File: config.mk
export PLATFORM = sky130hd
export DESIGN_NAME = dssm_mapper
export DESIGN_NICKNAME = d
export VERILOG_FILES = /design/src/common/dssm_pkg.sv /design/src/rtl/dssm_mapper.sv
export SDC_FILE = /design/constraint.sdc
export NUM_CORES = 1
export LEC_CHECK = 0
export BUFFER_PORTS_ARGS = -buffer_cell sky130_fd_sc_hd__buf_2
export CORE_MARGIN = 2
export CORE_UTILIZATION = 40
export CTS_BUF_LIST = sky130_fd_sc_hd__clkbuf_16
export CTS_CLUSTER_SIZE = 30
export DETAILED_ROUTE_END_ITERATION = 10
export SLEW_MARGIN = 20
export SYNTH_ARGS = -nofsm -noshare
export SYNTH_HDL_FRONTEND = slang
export SYNTH_SLANG_ARGS = --single-unit
File: constraint.sdc
create_clock -name i_clk -period 7.1 [get_ports i_clk]
set_clock_uncertainty 0.15 [all_clocks]
set_input_delay 0.71 -clock i_clk [delete_from_list [all_inputs] [get_ports i_clk]]
set_output_delay 0.71 -clock i_clk [all_outputs]
set_load 0.01 [all_outputs]
File: src/common/dssm_pkg.sv
// Constants shared by the stream stuff mapper
package dssm_pkg;
	// ****************************************
	// Timing
	// ****************************************
	localparam int CLK_PERIOD_NS = 20;
	localparam int ENV_RATE_HZ = 8000;
	localparam int ENV_PERIOD_NS = 125000;
	localparam int ENV_CYC = ENV_PERIOD_NS / CLK_PERIOD_NS;
	// ****************************************
	// Envelope layout
	// ****************************************
	localparam int ROWS = 9;
	localparam int CTRL_PER_ROW = 5;
	localparam int CTRL_W = ROWS * CTRL_PER_ROW;
	localparam int CNT_W = 13;
	localparam int BL_W = 16;
	localparam int ACC_W = 14;
	localparam logic [CNT_W-1:0] FIXED_BITS = 13'h15D5;
	localparam logic [CNT_W-1:0] NOM_BITS = 13'h15D8;
	localparam logic [CNT_W-1:0] FAST_BITS = 13'h15D9;
	localparam logic [CNT_W-1:0] SLOW_BITS = 13'h15D7;
	localparam logic [3:0] NOM_OPP = 4'h3;
	localparam logic [3:0] FAST_OPP = 4'h4;
	localparam logic [3:0] SLOW_OPP = 4'h2;
	localparam logic [2:0] VOTE_MIN = 3'h3;
	localparam logic [BL_W-1:0] BL_LIMIT = 16'h0010;
	localparam int WORD_W = CNT_W + ROWS + CTRL_W;
endpackage

File: src/rtl/dssm_mapper.sv
// Stuff decision mapper and control-bit demap decoder
`timescale 1ns/1ps
// How it works
// - An envelope tick fires eight thousand times per second from the clock.
// - With no offset each envelope carries 5592 data bits.
// - 5589 fixed data positions; the remainder comes from stuff opportunities.
// - Nominal envelope uses 3 of 9 opportunities for data, 6 stuff.
// - Surplus backlog gives 5593 bits: 4 opportunities data, 5 stuff.
// - Deficit backlog gives 5591 bits: 2 opportunities data, 7 stuff.
// - Backlog carries over, so a slow drift yields occasional extra bits.
// - Each of nine rows has one opportunity, used for data from row 0 upward.
// - Five control bits per row: zeros for data, ones for stuff.
module dssm_mapper #(
	parameter int ENV_CYCLES = dssm_pkg::ENV_CYC
) (
	input wire logic i_clk,
	input wire logic i_rst,
	input wire logic i_ds3_valid,
	input wire logic i_env_ready,
	output logic o_env_valid,
	output logic [dssm_pkg::CNT_W-1:0] o_env_bits,
	output logic [dssm_pkg::ROWS-1:0] o_env_data_rows,
	output logic [dssm_pkg::CTRL_W-1:0] o_env_ctrl,
	output logic o_env_overrun,
	input wire logic i_rx_valid,
	input wire logic [dssm_pkg::CTRL_W-1:0] i_rx_ctrl,
	output logic o_rx_valid,
	output logic [dssm_pkg::ROWS-1:0] o_rx_data_rows,
	output logic [dssm_pkg::CNT_W-1:0] o_rx_bits
);
	import dssm_pkg::*;

	// ****************************************
	// Helpers
	// ****************************************
	function automatic logic [3:0] count_rows(input logic [ROWS-1:0] m);
		logic [3:0] n;
		n = 4'h0;
		for (int k = 0; k < ROWS; k++) begin
			n = n + {3'h0, m[k]};
		end
		return n;
	endfunction

	function automatic logic vote5(input logic [CTRL_PER_ROW-1:0] b);
		logic [2:0] n;
		n = 3'h0;
		for (int k = 0; k < CTRL_PER_ROW; k++) begin
			n = n + {2'h0, b[k]};
		end
		return n >= VOTE_MIN;
	endfunction

	// ****************************************
	// Envelope timer
	// ****************************************
	logic [15:0] env_cnt_r;
	logic env_tick;
	logic pend_r;
	logic push;
	logic in_ready;

	assign env_tick = (env_cnt_r == 16'(ENV_CYCLES - 1));

	always_ff @(posedge i_clk) begin
		if (i_rst) begin
			env_cnt_r <= 16'h0000;
		end else if (env_tick) begin
			env_cnt_r <= 16'h0000;
		end else begin
			env_cnt_r <= env_cnt_r + 16'h0001;
		end
	end

	always_ff @(posedge i_clk) begin
		if (i_rst) begin
			pend_r <= 1'b0;
		end else if (env_tick) begin
			pend_r <= 1'b1;
		end else if (push) begin
			pend_r <= 1'b0;
		end
	end

	always_ff @(posedge i_clk) begin
		if (i_rst) begin
			o_env_overrun <= 1'b0;
		end else begin
			o_env_overrun <= env_tick && pend_r && !push;
		end
	end

	assign push = pend_r && in_ready;

	// ****************************************
	// Arrival count and backlog
	// ****************************************
	logic [ACC_W-1:0] arr_r;
	logic signed [BL_W-1:0] backlog_r;
	logic signed [BL_W-1:0] total;
	logic [CNT_W-1:0] take;
	logic [3:0] opp;
	logic [ROWS-1:0] data_rows;
	logic [CTRL_W-1:0] ctrl;

	assign total = backlog_r + $signed({2'b00, arr_r});

	always_comb begin
		if (total > $signed({3'b000, NOM_BITS})) begin
			take = FAST_BITS;
			opp = FAST_OPP;
		end else if (total < $signed({3'b000, NOM_BITS})) begin
			take = SLOW_BITS;
			opp = SLOW_OPP;
		end else begin
			take = NOM_BITS;
			opp = NOM_OPP;
		end
	end

	always_ff @(posedge i_clk) begin
		if (i_rst) begin
			arr_r <= '0;
		end else if (push) begin
			arr_r <= {{(ACC_W-1){1'b0}}, i_ds3_valid};
		end else begin
			arr_r <= arr_r + {{(ACC_W-1){1'b0}}, i_ds3_valid};
		end
	end

	always_ff @(posedge i_clk) begin
		if (i_rst) begin
			backlog_r <= '0;
		end else if (push) begin
			backlog_r <= total - $signed({3'b000, take});
		end
	end

	// ****************************************
	// Per-row opportunity use and control bits
	// ****************************************
	genvar g;
	generate
		for (g = 0; g < ROWS; g++) begin : g_row
			assign data_rows[g] = (4'(g) < opp);
			assign ctrl[g*CTRL_PER_ROW +: CTRL_PER_ROW] = {CTRL_PER_ROW{!data_rows[g]}};
			a_row_ctrl_code: assert property (@(posedge i_clk) disable iff (i_rst)
				o_env_valid |-> (o_env_ctrl[g*CTRL_PER_ROW +: CTRL_PER_ROW]
				== (o_env_data_rows[g] ? 5'h00 : 5'h1F)))
				else $error("row control bits disagree with row use");
		end
	endgenerate

	// ****************************************
	// Two-entry output buffer
	// ****************************************
	logic [WORD_W-1:0] in_word;
	logic [WORD_W-1:0] skid_r;
	logic skid_v_r;
	logic out_free;

	assign in_word = {take, data_rows, ctrl};
	assign in_ready = !skid_v_r;
	assign out_free = !o_env_valid || i_env_ready;

	always_ff @(posedge i_clk) begin
		if (i_rst) begin
			o_env_valid <= 1'b0;
			o_env_bits <= '0;
			o_env_data_rows <= '0;
			o_env_ctrl <= '0;
		end else if (out_free) begin
			if (skid_v_r) begin
				{o_env_bits, o_env_data_rows, o_env_ctrl} <= skid_r;
				o_env_valid <= 1'b1;
			end else if (push) begin
				{o_env_bits, o_env_data_rows, o_env_ctrl} <= in_word;
				o_env_valid <= 1'b1;
			end else begin
				o_env_valid <= 1'b0;
			end
		end
	end

	always_ff @(posedge i_clk) begin
		if (i_rst) begin
			skid_r <= '0;
			skid_v_r <= 1'b0;
		end else if (out_free) begin
			skid_v_r <= 1'b0;
		end else if (push) begin
			skid_r <= in_word;
			skid_v_r <= 1'b1;
		end
	end

	// ****************************************
	// Far-end control decode
	// ****************************************
	logic [ROWS-1:0] rx_rows;
	generate
		for (g = 0; g < ROWS; g++) begin : g_vote
			assign rx_rows[g] = !vote5(i_rx_ctrl[g*CTRL_PER_ROW +: CTRL_PER_ROW]);
		end
	endgenerate

	always_ff @(posedge i_clk) begin
		if (i_rst) begin
			o_rx_valid <= 1'b0;
			o_rx_data_rows <= '0;
			o_rx_bits <= '0;
		end else begin
			o_rx_valid <= i_rx_valid;
			if (i_rx_valid) begin
				o_rx_data_rows <= rx_rows;
				o_rx_bits <= FIXED_BITS + {9'h000, count_rows(rx_rows)};
			end
		end
	end

	// ****************************************
	// Checks
	// ****************************************
	a_env_tick_period: assert property (@(posedge i_clk) disable iff (i_rst)
		env_tick |=> (env_cnt_r == 16'h0000) ##1 (!env_tick)[*8])
		else $error("envelope tick spacing wrong");
	a_nominal_take: assert property (@(posedge i_clk) disable iff (i_rst)
		(push && total == $signed({3'b000, NOM_BITS})) |=> skid_v_r || o_env_bits == NOM_BITS)
		else $error("nominal envelope not 5592 bits");
	a_fixed_plus_opp: assert property (@(posedge i_clk) disable iff (i_rst)
		o_env_valid |-> (o_env_bits == FIXED_BITS + {9'h000, count_rows(o_env_data_rows)}))
		else $error("bit count not fixed plus opportunities");
	a_nominal_rows: assert property (@(posedge i_clk) disable iff (i_rst)
		(o_env_valid && o_env_bits == NOM_BITS) |-> count_rows(o_env_data_rows) == NOM_OPP)
		else $error("nominal envelope opportunity use wrong");
	a_negative_stuff: assert property (@(posedge i_clk) disable iff (i_rst)
		(push && total > $signed({3'b000, NOM_BITS})) |-> take == FAST_BITS && opp == FAST_OPP)
		else $error("surplus did not negative stuff");
	a_positive_stuff: assert property (@(posedge i_clk) disable iff (i_rst)
		(push && total < $signed({3'b000, NOM_BITS})) |-> take == SLOW_BITS && opp == SLOW_OPP)
		else $error("deficit did not positive stuff");
	a_backlog_kept: assert property (@(posedge i_clk) disable iff (i_rst)
		push |=> backlog_r == $past(total) - $signed({3'b000, $past(take)}))
		else $error("backlog lost data bits");
	a_backlog_bound: assert property (@(posedge i_clk) disable iff (i_rst)
		(backlog_r < $signed(BL_LIMIT)) && (backlog_r > -$signed(BL_LIMIT)))
		else $error("backlog drifted out of bound");
	a_rx_vote: assert property (@(posedge i_clk) disable iff (i_rst)
		(i_rx_valid && i_rx_ctrl[4:0] == 5'h01) |=> o_rx_data_rows[0])
		else $error("single control bit error not tolerated");
	a_rx_count: assert property (@(posedge i_clk) disable iff (i_rst)
		(i_rx_valid && i_rx_ctrl == '1) |=> o_rx_valid && o_rx_bits == FIXED_BITS)
		else $error("far-end count wrong");
endmodule // dssm_mapper

# Yosys cells after proc, flatten, opt, wreduce, memory -nomap -nowiden
# Cells that the tools add are included.
dict set report totals {
  regBits 207
  output_inout_bits 92
  elab_cells 133
}
dict set report op_classes {
  addsub 49
  order_cmp 20
  n_eq_ne 1
  muxes 15
  bitwise 1
  n_reduce_logical 32
}
# cell n
set ops {}
lappend ops {{2-to-1 mux 45 bit} 2}
lappend ops {{adder 3 x 1 -> 3 bit} 18}
lappend ops {{adder 2 x 1 -> 3 bit} 10}
lappend ops {{greater-or-equal comparator 3 x 2 -> 1 bit (second input constant)} 9}
lappend ops {{2-to-1 mux 13 bit} 2}
lappend ops {{logical NOT 1 bit} 21}
lappend ops {{adder 1 x 1 -> 2 bit} 10}
lappend ops {{adder 4 x 1 -> 4 bit} 5}
lappend ops {{2-to-1 mux 9 bit} 2}
lappend ops {{adder 16 x 1 -> 16 bit (second input constant)} 1}
lappend ops {{adder 16 x 15 -> 16 bit} 1}
lappend ops {{equality test 16 x 13 -> 1 bit (second input constant)} 1}
lappend ops {{greater-than comparator 16 x 14 -> 1 bit (second input constant)} 1}
lappend ops {{< comparator 16 x 14 -> 1 bit (second input constant)} 1}
lappend ops {{< comparator 3 x 4 -> 1 bit (first input constant)} 4}
lappend ops {{subtractor 16 x 14 -> 16 bit} 1}
lappend ops {{adder 14 x 1 -> 14 bit} 1}
lappend ops {{adder 13 x 4 -> 13 bit (first input constant)} 1}
lappend ops {{< comparator 1 x 4 -> 1 bit (first input constant)} 2}
lappend ops {{< comparator 2 x 4 -> 1 bit (first input constant)} 2}
lappend ops {{2-to-1 mux 4 bit} 2}
lappend ops {{2-to-1 mux 1 bit} 6}
lappend ops {{OR reduction 2 bit} 3}
lappend ops {{adder 3 x 1 -> 4 bit} 1}
lappend ops {{7 further kinds} 11}

# Depth between registers and ports, before layout
dict set report depth {
  depth_word 15
  depth_mapped 23
  ltp_nobuf 22
}

# Worst setup path after synthesis
# Ideal clock, no wire load.
dict set report synth_path {
  kind {flip-flop to flip-flop}
  from {register arr_r[1]}
  to {register backlog_r[11]}
  arrival_time_ns 4.729
  slack_ns 2.105
  path_stages_with_launch 21
  n_path_buf 1
  cell_sequence {dfxtp_1 -> inv_1 -> fa_1 -> nor2b_1 -> o211ai_1 -> and2_1 -> o31a_1 -> a2111oi_2 -> nand3_1 -> or4_1 -> buf_2 -> ha_1 -> nor2b_1 -> o21ai_0 -> a21boi_0 -> o21ai_0 -> a2111oi_1 -> o21ai_0 -> xnor2_1 -> nor3_1 -> a31o_2}
}
dict set report synth_between {
  elab_chain_len 5
  word_cells_on_any_way 6
}
# element line_no
set synth_lines {}
lappend synth_lines {{from (decl)} dssm_mapper.sv:98} ;# logic [ACC_W-1:0] arr_r;
lappend synth_lines {{from (signal assigned)} dssm_mapper.sv:125} ;# arr_r <= {{(ACC_W-1){1'b0}}, i_ds3_valid};
lappend synth_lines {{from (signal assigned)} dssm_mapper.sv:127} ;# arr_r <= arr_r + {{(ACC_W-1){1'b0}}, i_ds3_valid};
lappend synth_lines {{adder 16 x 15 -> 16 bit (*)} dssm_mapper.sv:106} ;# assign total = backlog_r + $signed({2'b00, arr_r});
lappend synth_lines {{< comparator 16 x 14 -> 1 bit} dssm_mapper.sv:112} ;# end else if (total < $signed({3'b000, NOM_BITS})) begin
lappend synth_lines {{2-to-1 mux 4 bit} dssm_mapper.sv:112}
lappend synth_lines {{2-to-1 mux 4 bit (*)} dssm_mapper.sv:109} ;# if (total > $signed({3'b000, NOM_BITS})) begin
lappend synth_lines {{via take[0]} dssm_mapper.sv:101} ;# logic [CNT_W-1:0] take;
lappend synth_lines {{subtractor 16 x 14 -> 16 bit (*)} dssm_mapper.sv:135} ;# backlog_r <= total - $signed({3'b000, take});
lappend synth_lines {{to (signal assigned)} dssm_mapper.sv:135}
lappend synth_lines {{to (decl)} dssm_mapper.sv:99} ;# logic signed [BL_W-1:0] backlog_r;
# The timed path passes the listed nets; every way through them passes the cells marked *.
# A chain may end at the register's enable or synchronous reset.

# Worst setup path after layout
dict set report layout_path {
  from {register arr_r[1]}
  to {register backlog_r[11]}
}
dict set report layout_between {
  elab_chain_len 5
  word_cells_on_any_way 6
}
# element line_no
set layout_lines {}
lappend layout_lines {{adder 16 x 15 -> 16 bit (*)} dssm_mapper.sv:106}
lappend layout_lines {{< comparator 16 x 14 -> 1 bit} dssm_mapper.sv:112}
lappend layout_lines {{2-to-1 mux 4 bit} dssm_mapper.sv:112}
lappend layout_lines {{2-to-1 mux 4 bit} dssm_mapper.sv:109}
lappend layout_lines {{subtractor 16 x 14 -> 16 bit (*)} dssm_mapper.sv:135}
# Mark *: on every way between the ends. The rest lies on a longest branch, timed or not.

==> results.ini <==
[outcome]
run_status = complete, no violations

[pwr]
pwr_density_cell_mw_per_mm2 = 197.4
power.share.clock_pct = 39.2
p_leak_nw = 3.305
seq_power_share_pct = 39.4
p_switching_uw = 377.5
combPwrFrac_pct = 21.4
ir_drop_v = 0.00009229
p_int_uw = 958.8
switching_share_pct = 28.25

[synth]
yosys_warnings = 0
synth.area.top_cells = dfxtp_1, fa_1, buf_4
ys_ff_latch = 89
async_flop_share_pct = 0
synth.top_cell.area_share_pct = 29.21
ys_types = 70
synth_cells = 733
postSynthAreaPerCell_sq_um = 8.321
synth_top_cell_by_area = dfxtp_1
synth-edff-count = 0
yosysSeqAreaShare_pct = 29.21
synthFlopType = dfxtp_1
synth_area_sq_mm = 0.006100

[floorplan]
ios = 142
die_x_um = 127.5
start_util_pct = 40.57
dieArea_sq_mm = 0.01625
core_area_sq_mm = 0.01503
die_h_um = 127.5
fp-row-count = 45

[cells_and_area]
seqCellArea_sq_mm = 0.001782
nFillCells = 1487
areaGrowthSynthToFinish_pct = 10.95
nNetsFinal = 909
multi_input_area_sq_mm = 0.003403
num_antenna_cells = 0
final_common_cell = buf_2
layout_common_cells = buf_2, inv_1, dfxtp_1, nor2_1, a21oi_1
drive_gt1_share_pct = 19.50
stdcell_count = 993

[critical_path]
r2r_start = arr_r[1]
endpoint_kind = flip-flop
r2r.worst_path.cells = 19
arrival_ns = 5.80
crit_type = reg2reg
crit_fanout = 7
startpoint_type = flip-flop
crit_start = arr_r[1]
worst_ep_required_time_ns = 7.19

[sta]
finalSetupViolCount = 0
grt_setup_unrepaired = false
holdWs_ns = 0.3078
worst_pin_slew_ns = 1.023
relSlewSlack_pct = 31.78
timing.final.max_slew_violations = 0
period_share_pct = 80.38
layout_min_cycle_time_ns = 5.707
fin_setup_tns_ns = 0
fmax_ghz = 0.1752
finalHoldViolCount = 0

[route]
ant_nets = 0
drc = 0
avgRoutedWirePerCell_um = 12.78
drt_iter0_drc = 238
vias = 4810
routed_wl_um = 12690
routed_via_density = 4.844
drtPass1Iterations = 4

[clocking]
htreeDepth = 3
postCtsSetupBuffers = 0
cts_tree = done
clk_pin_slew_ns = 0.07
cts_resized = 0
cts_sinks = 89
clk_latency_ns = 0.34
cts_hold_buf = 0
cts_inserted_buffers = 9
clock_path_buffers = 2
cts_root_buffer = clkbuf_16

[hold_path]
worstHoldPathCells = 2
worstHoldStart = backlog_r[7]
hp-class = reg2reg

[placed_design]
hpwl_um = 9648
numPortBuffers = 127
dp_cells = 977
place_congestion = 0.8373

[grt]
grt_use_total_pct = 15.85
grt_pass1_wl_um = 20970
grt_pass1_vias = 4388
grt_overflow = 0
antenna_found_initial = 0
grt_max_degree = 52

[run]
maxCapViolations = 0

## area by class of cell
| type | count | share of cell area [%] |
|---|---|---|
| Sequential cell | 89 | 26.33 |
| Clock inverter | 7 | 1.479 |
| Multi-Input combinational cell | 471 | 50.29 |
| Tap cell | 188 | 3.476 |
| Timing Repair Buffer | 128 | 9.503 |
| Inverter | 101 | 5.602 |
| Clock buffer | 9 | 3.328 |
## metrics by stage
stage / setup slack, ns / power, mW / utilization [%] / area, sq um
6_report: 1.393 / 1.336 / 45.02 / 6768
5_1_grt: 1.030 / 1.419 / 45.02 / 6768
4_1_cts: 1.465 / 1.358 / 45.02 / 6768
3_5_place_dp: 1.484 / 0.8299 / 42.85 / 6442
3_3_place_gp: 1.625 / 0.8257 / 42.85 / 6442
2_1_floorplan: 2.105 / 0.7580 / - / 6148
## metal layers
metal	vias to the layer above	wire length, um	GRT usage [%]
met5	-	0	0
met4	0	138	5.171
met3	10	804	3.015
met2	139	5659	25.86
met1	2176	6092	21.19
li1	2485	-	-
## state kept, by name (all words and copies together) (netlist names)
signal and count:
backlog_r 16, env_cnt_r 16, arr_r 14, skid_r 12, o_rx_data_rows 9, o_env_ctrl 6
o_rx_bits 5, o_env_bits 3, o_env_data_rows 3, o_env_overrun 1, o_env_valid 1, o_rx_valid 1
pend_r 1, skid_v_r 1
## worst max-delay path, cell delays in order, from the launching register on
cell and delay, ns:
dfxtp_1 0.45, inv_1 0.10, fa_1 0.46, nor2b_1 0.17, o211ai_1 0.17, and2_1 0.24, o31a_1 0.32, a2111oi_2 0.47
nand3_1 0.12, or4_1 0.60, ha_1 0.26, nor2b_1 0.11, o21ai_0 0.10, a21boi_0 0.23, o21ai_0 0.19, a2111oi_1 0.77
o21ai_0 0.21, xnor2_1 0.18, nor3_1 0.06, a31o_2 0.25
## cell families (layout without fill, tap and decap cells)
logic type | after synthesis | count (layout) | share of synthesized area, %
AOI/OAI and AO/OA | 127 | 127 | 14.46
buffers and inverters | 186 | 245 | 15.84
and+or+nand+nor | 211 | 211 | 16.35
xor gates and xnor gates | 46 | 46 | 6.605
muxes | 14 | 14 | 2.297
adders and majority gates | 59 | 59 | 15.18
DFF | 89 | 89 | 29.21
other | 1 | 14 | 0.06148
## final timing paths
kind | endpoint | slack [ns]
max | backlog_r[11] | 1.39
min | backlog_r[7] | 0.31
max reg2reg | backlog_r[11] | 1.39
min reg2reg | backlog_r[7] | 0.31
## cell usage after synthesis, types with 12 or more instances
master / n
nor2b_1: 12
fa_1: 25
a21oi_1: 45
mux2i_1: 14
nor2_1: 77
dfxtp_1: 89
and3_1: 12
clkbuf_1: 13
ha_1: 34
nand2_1: 40
nand3_1: 26
xnor2_1: 25
o21ai_0: 18
xor2_1: 21
inv_1: 101
buf_4: 66
## power by group through the flow
stage / logic, mW / clock network (mW) / registers (mW)
final: 0.286 / 0.524 / 0.526
after global routing: 0.337 / 0.554 / 0.528
after CTS: 0.295 / 0.537 / 0.526
after detailed placement: 0.292 / 0 / 0.538
after global placement: 0.289 / 0 / 0.537
after floorplan: 0.214 / 0 / 0.544
Note: power is estimated with default switching activity, not from simulation.
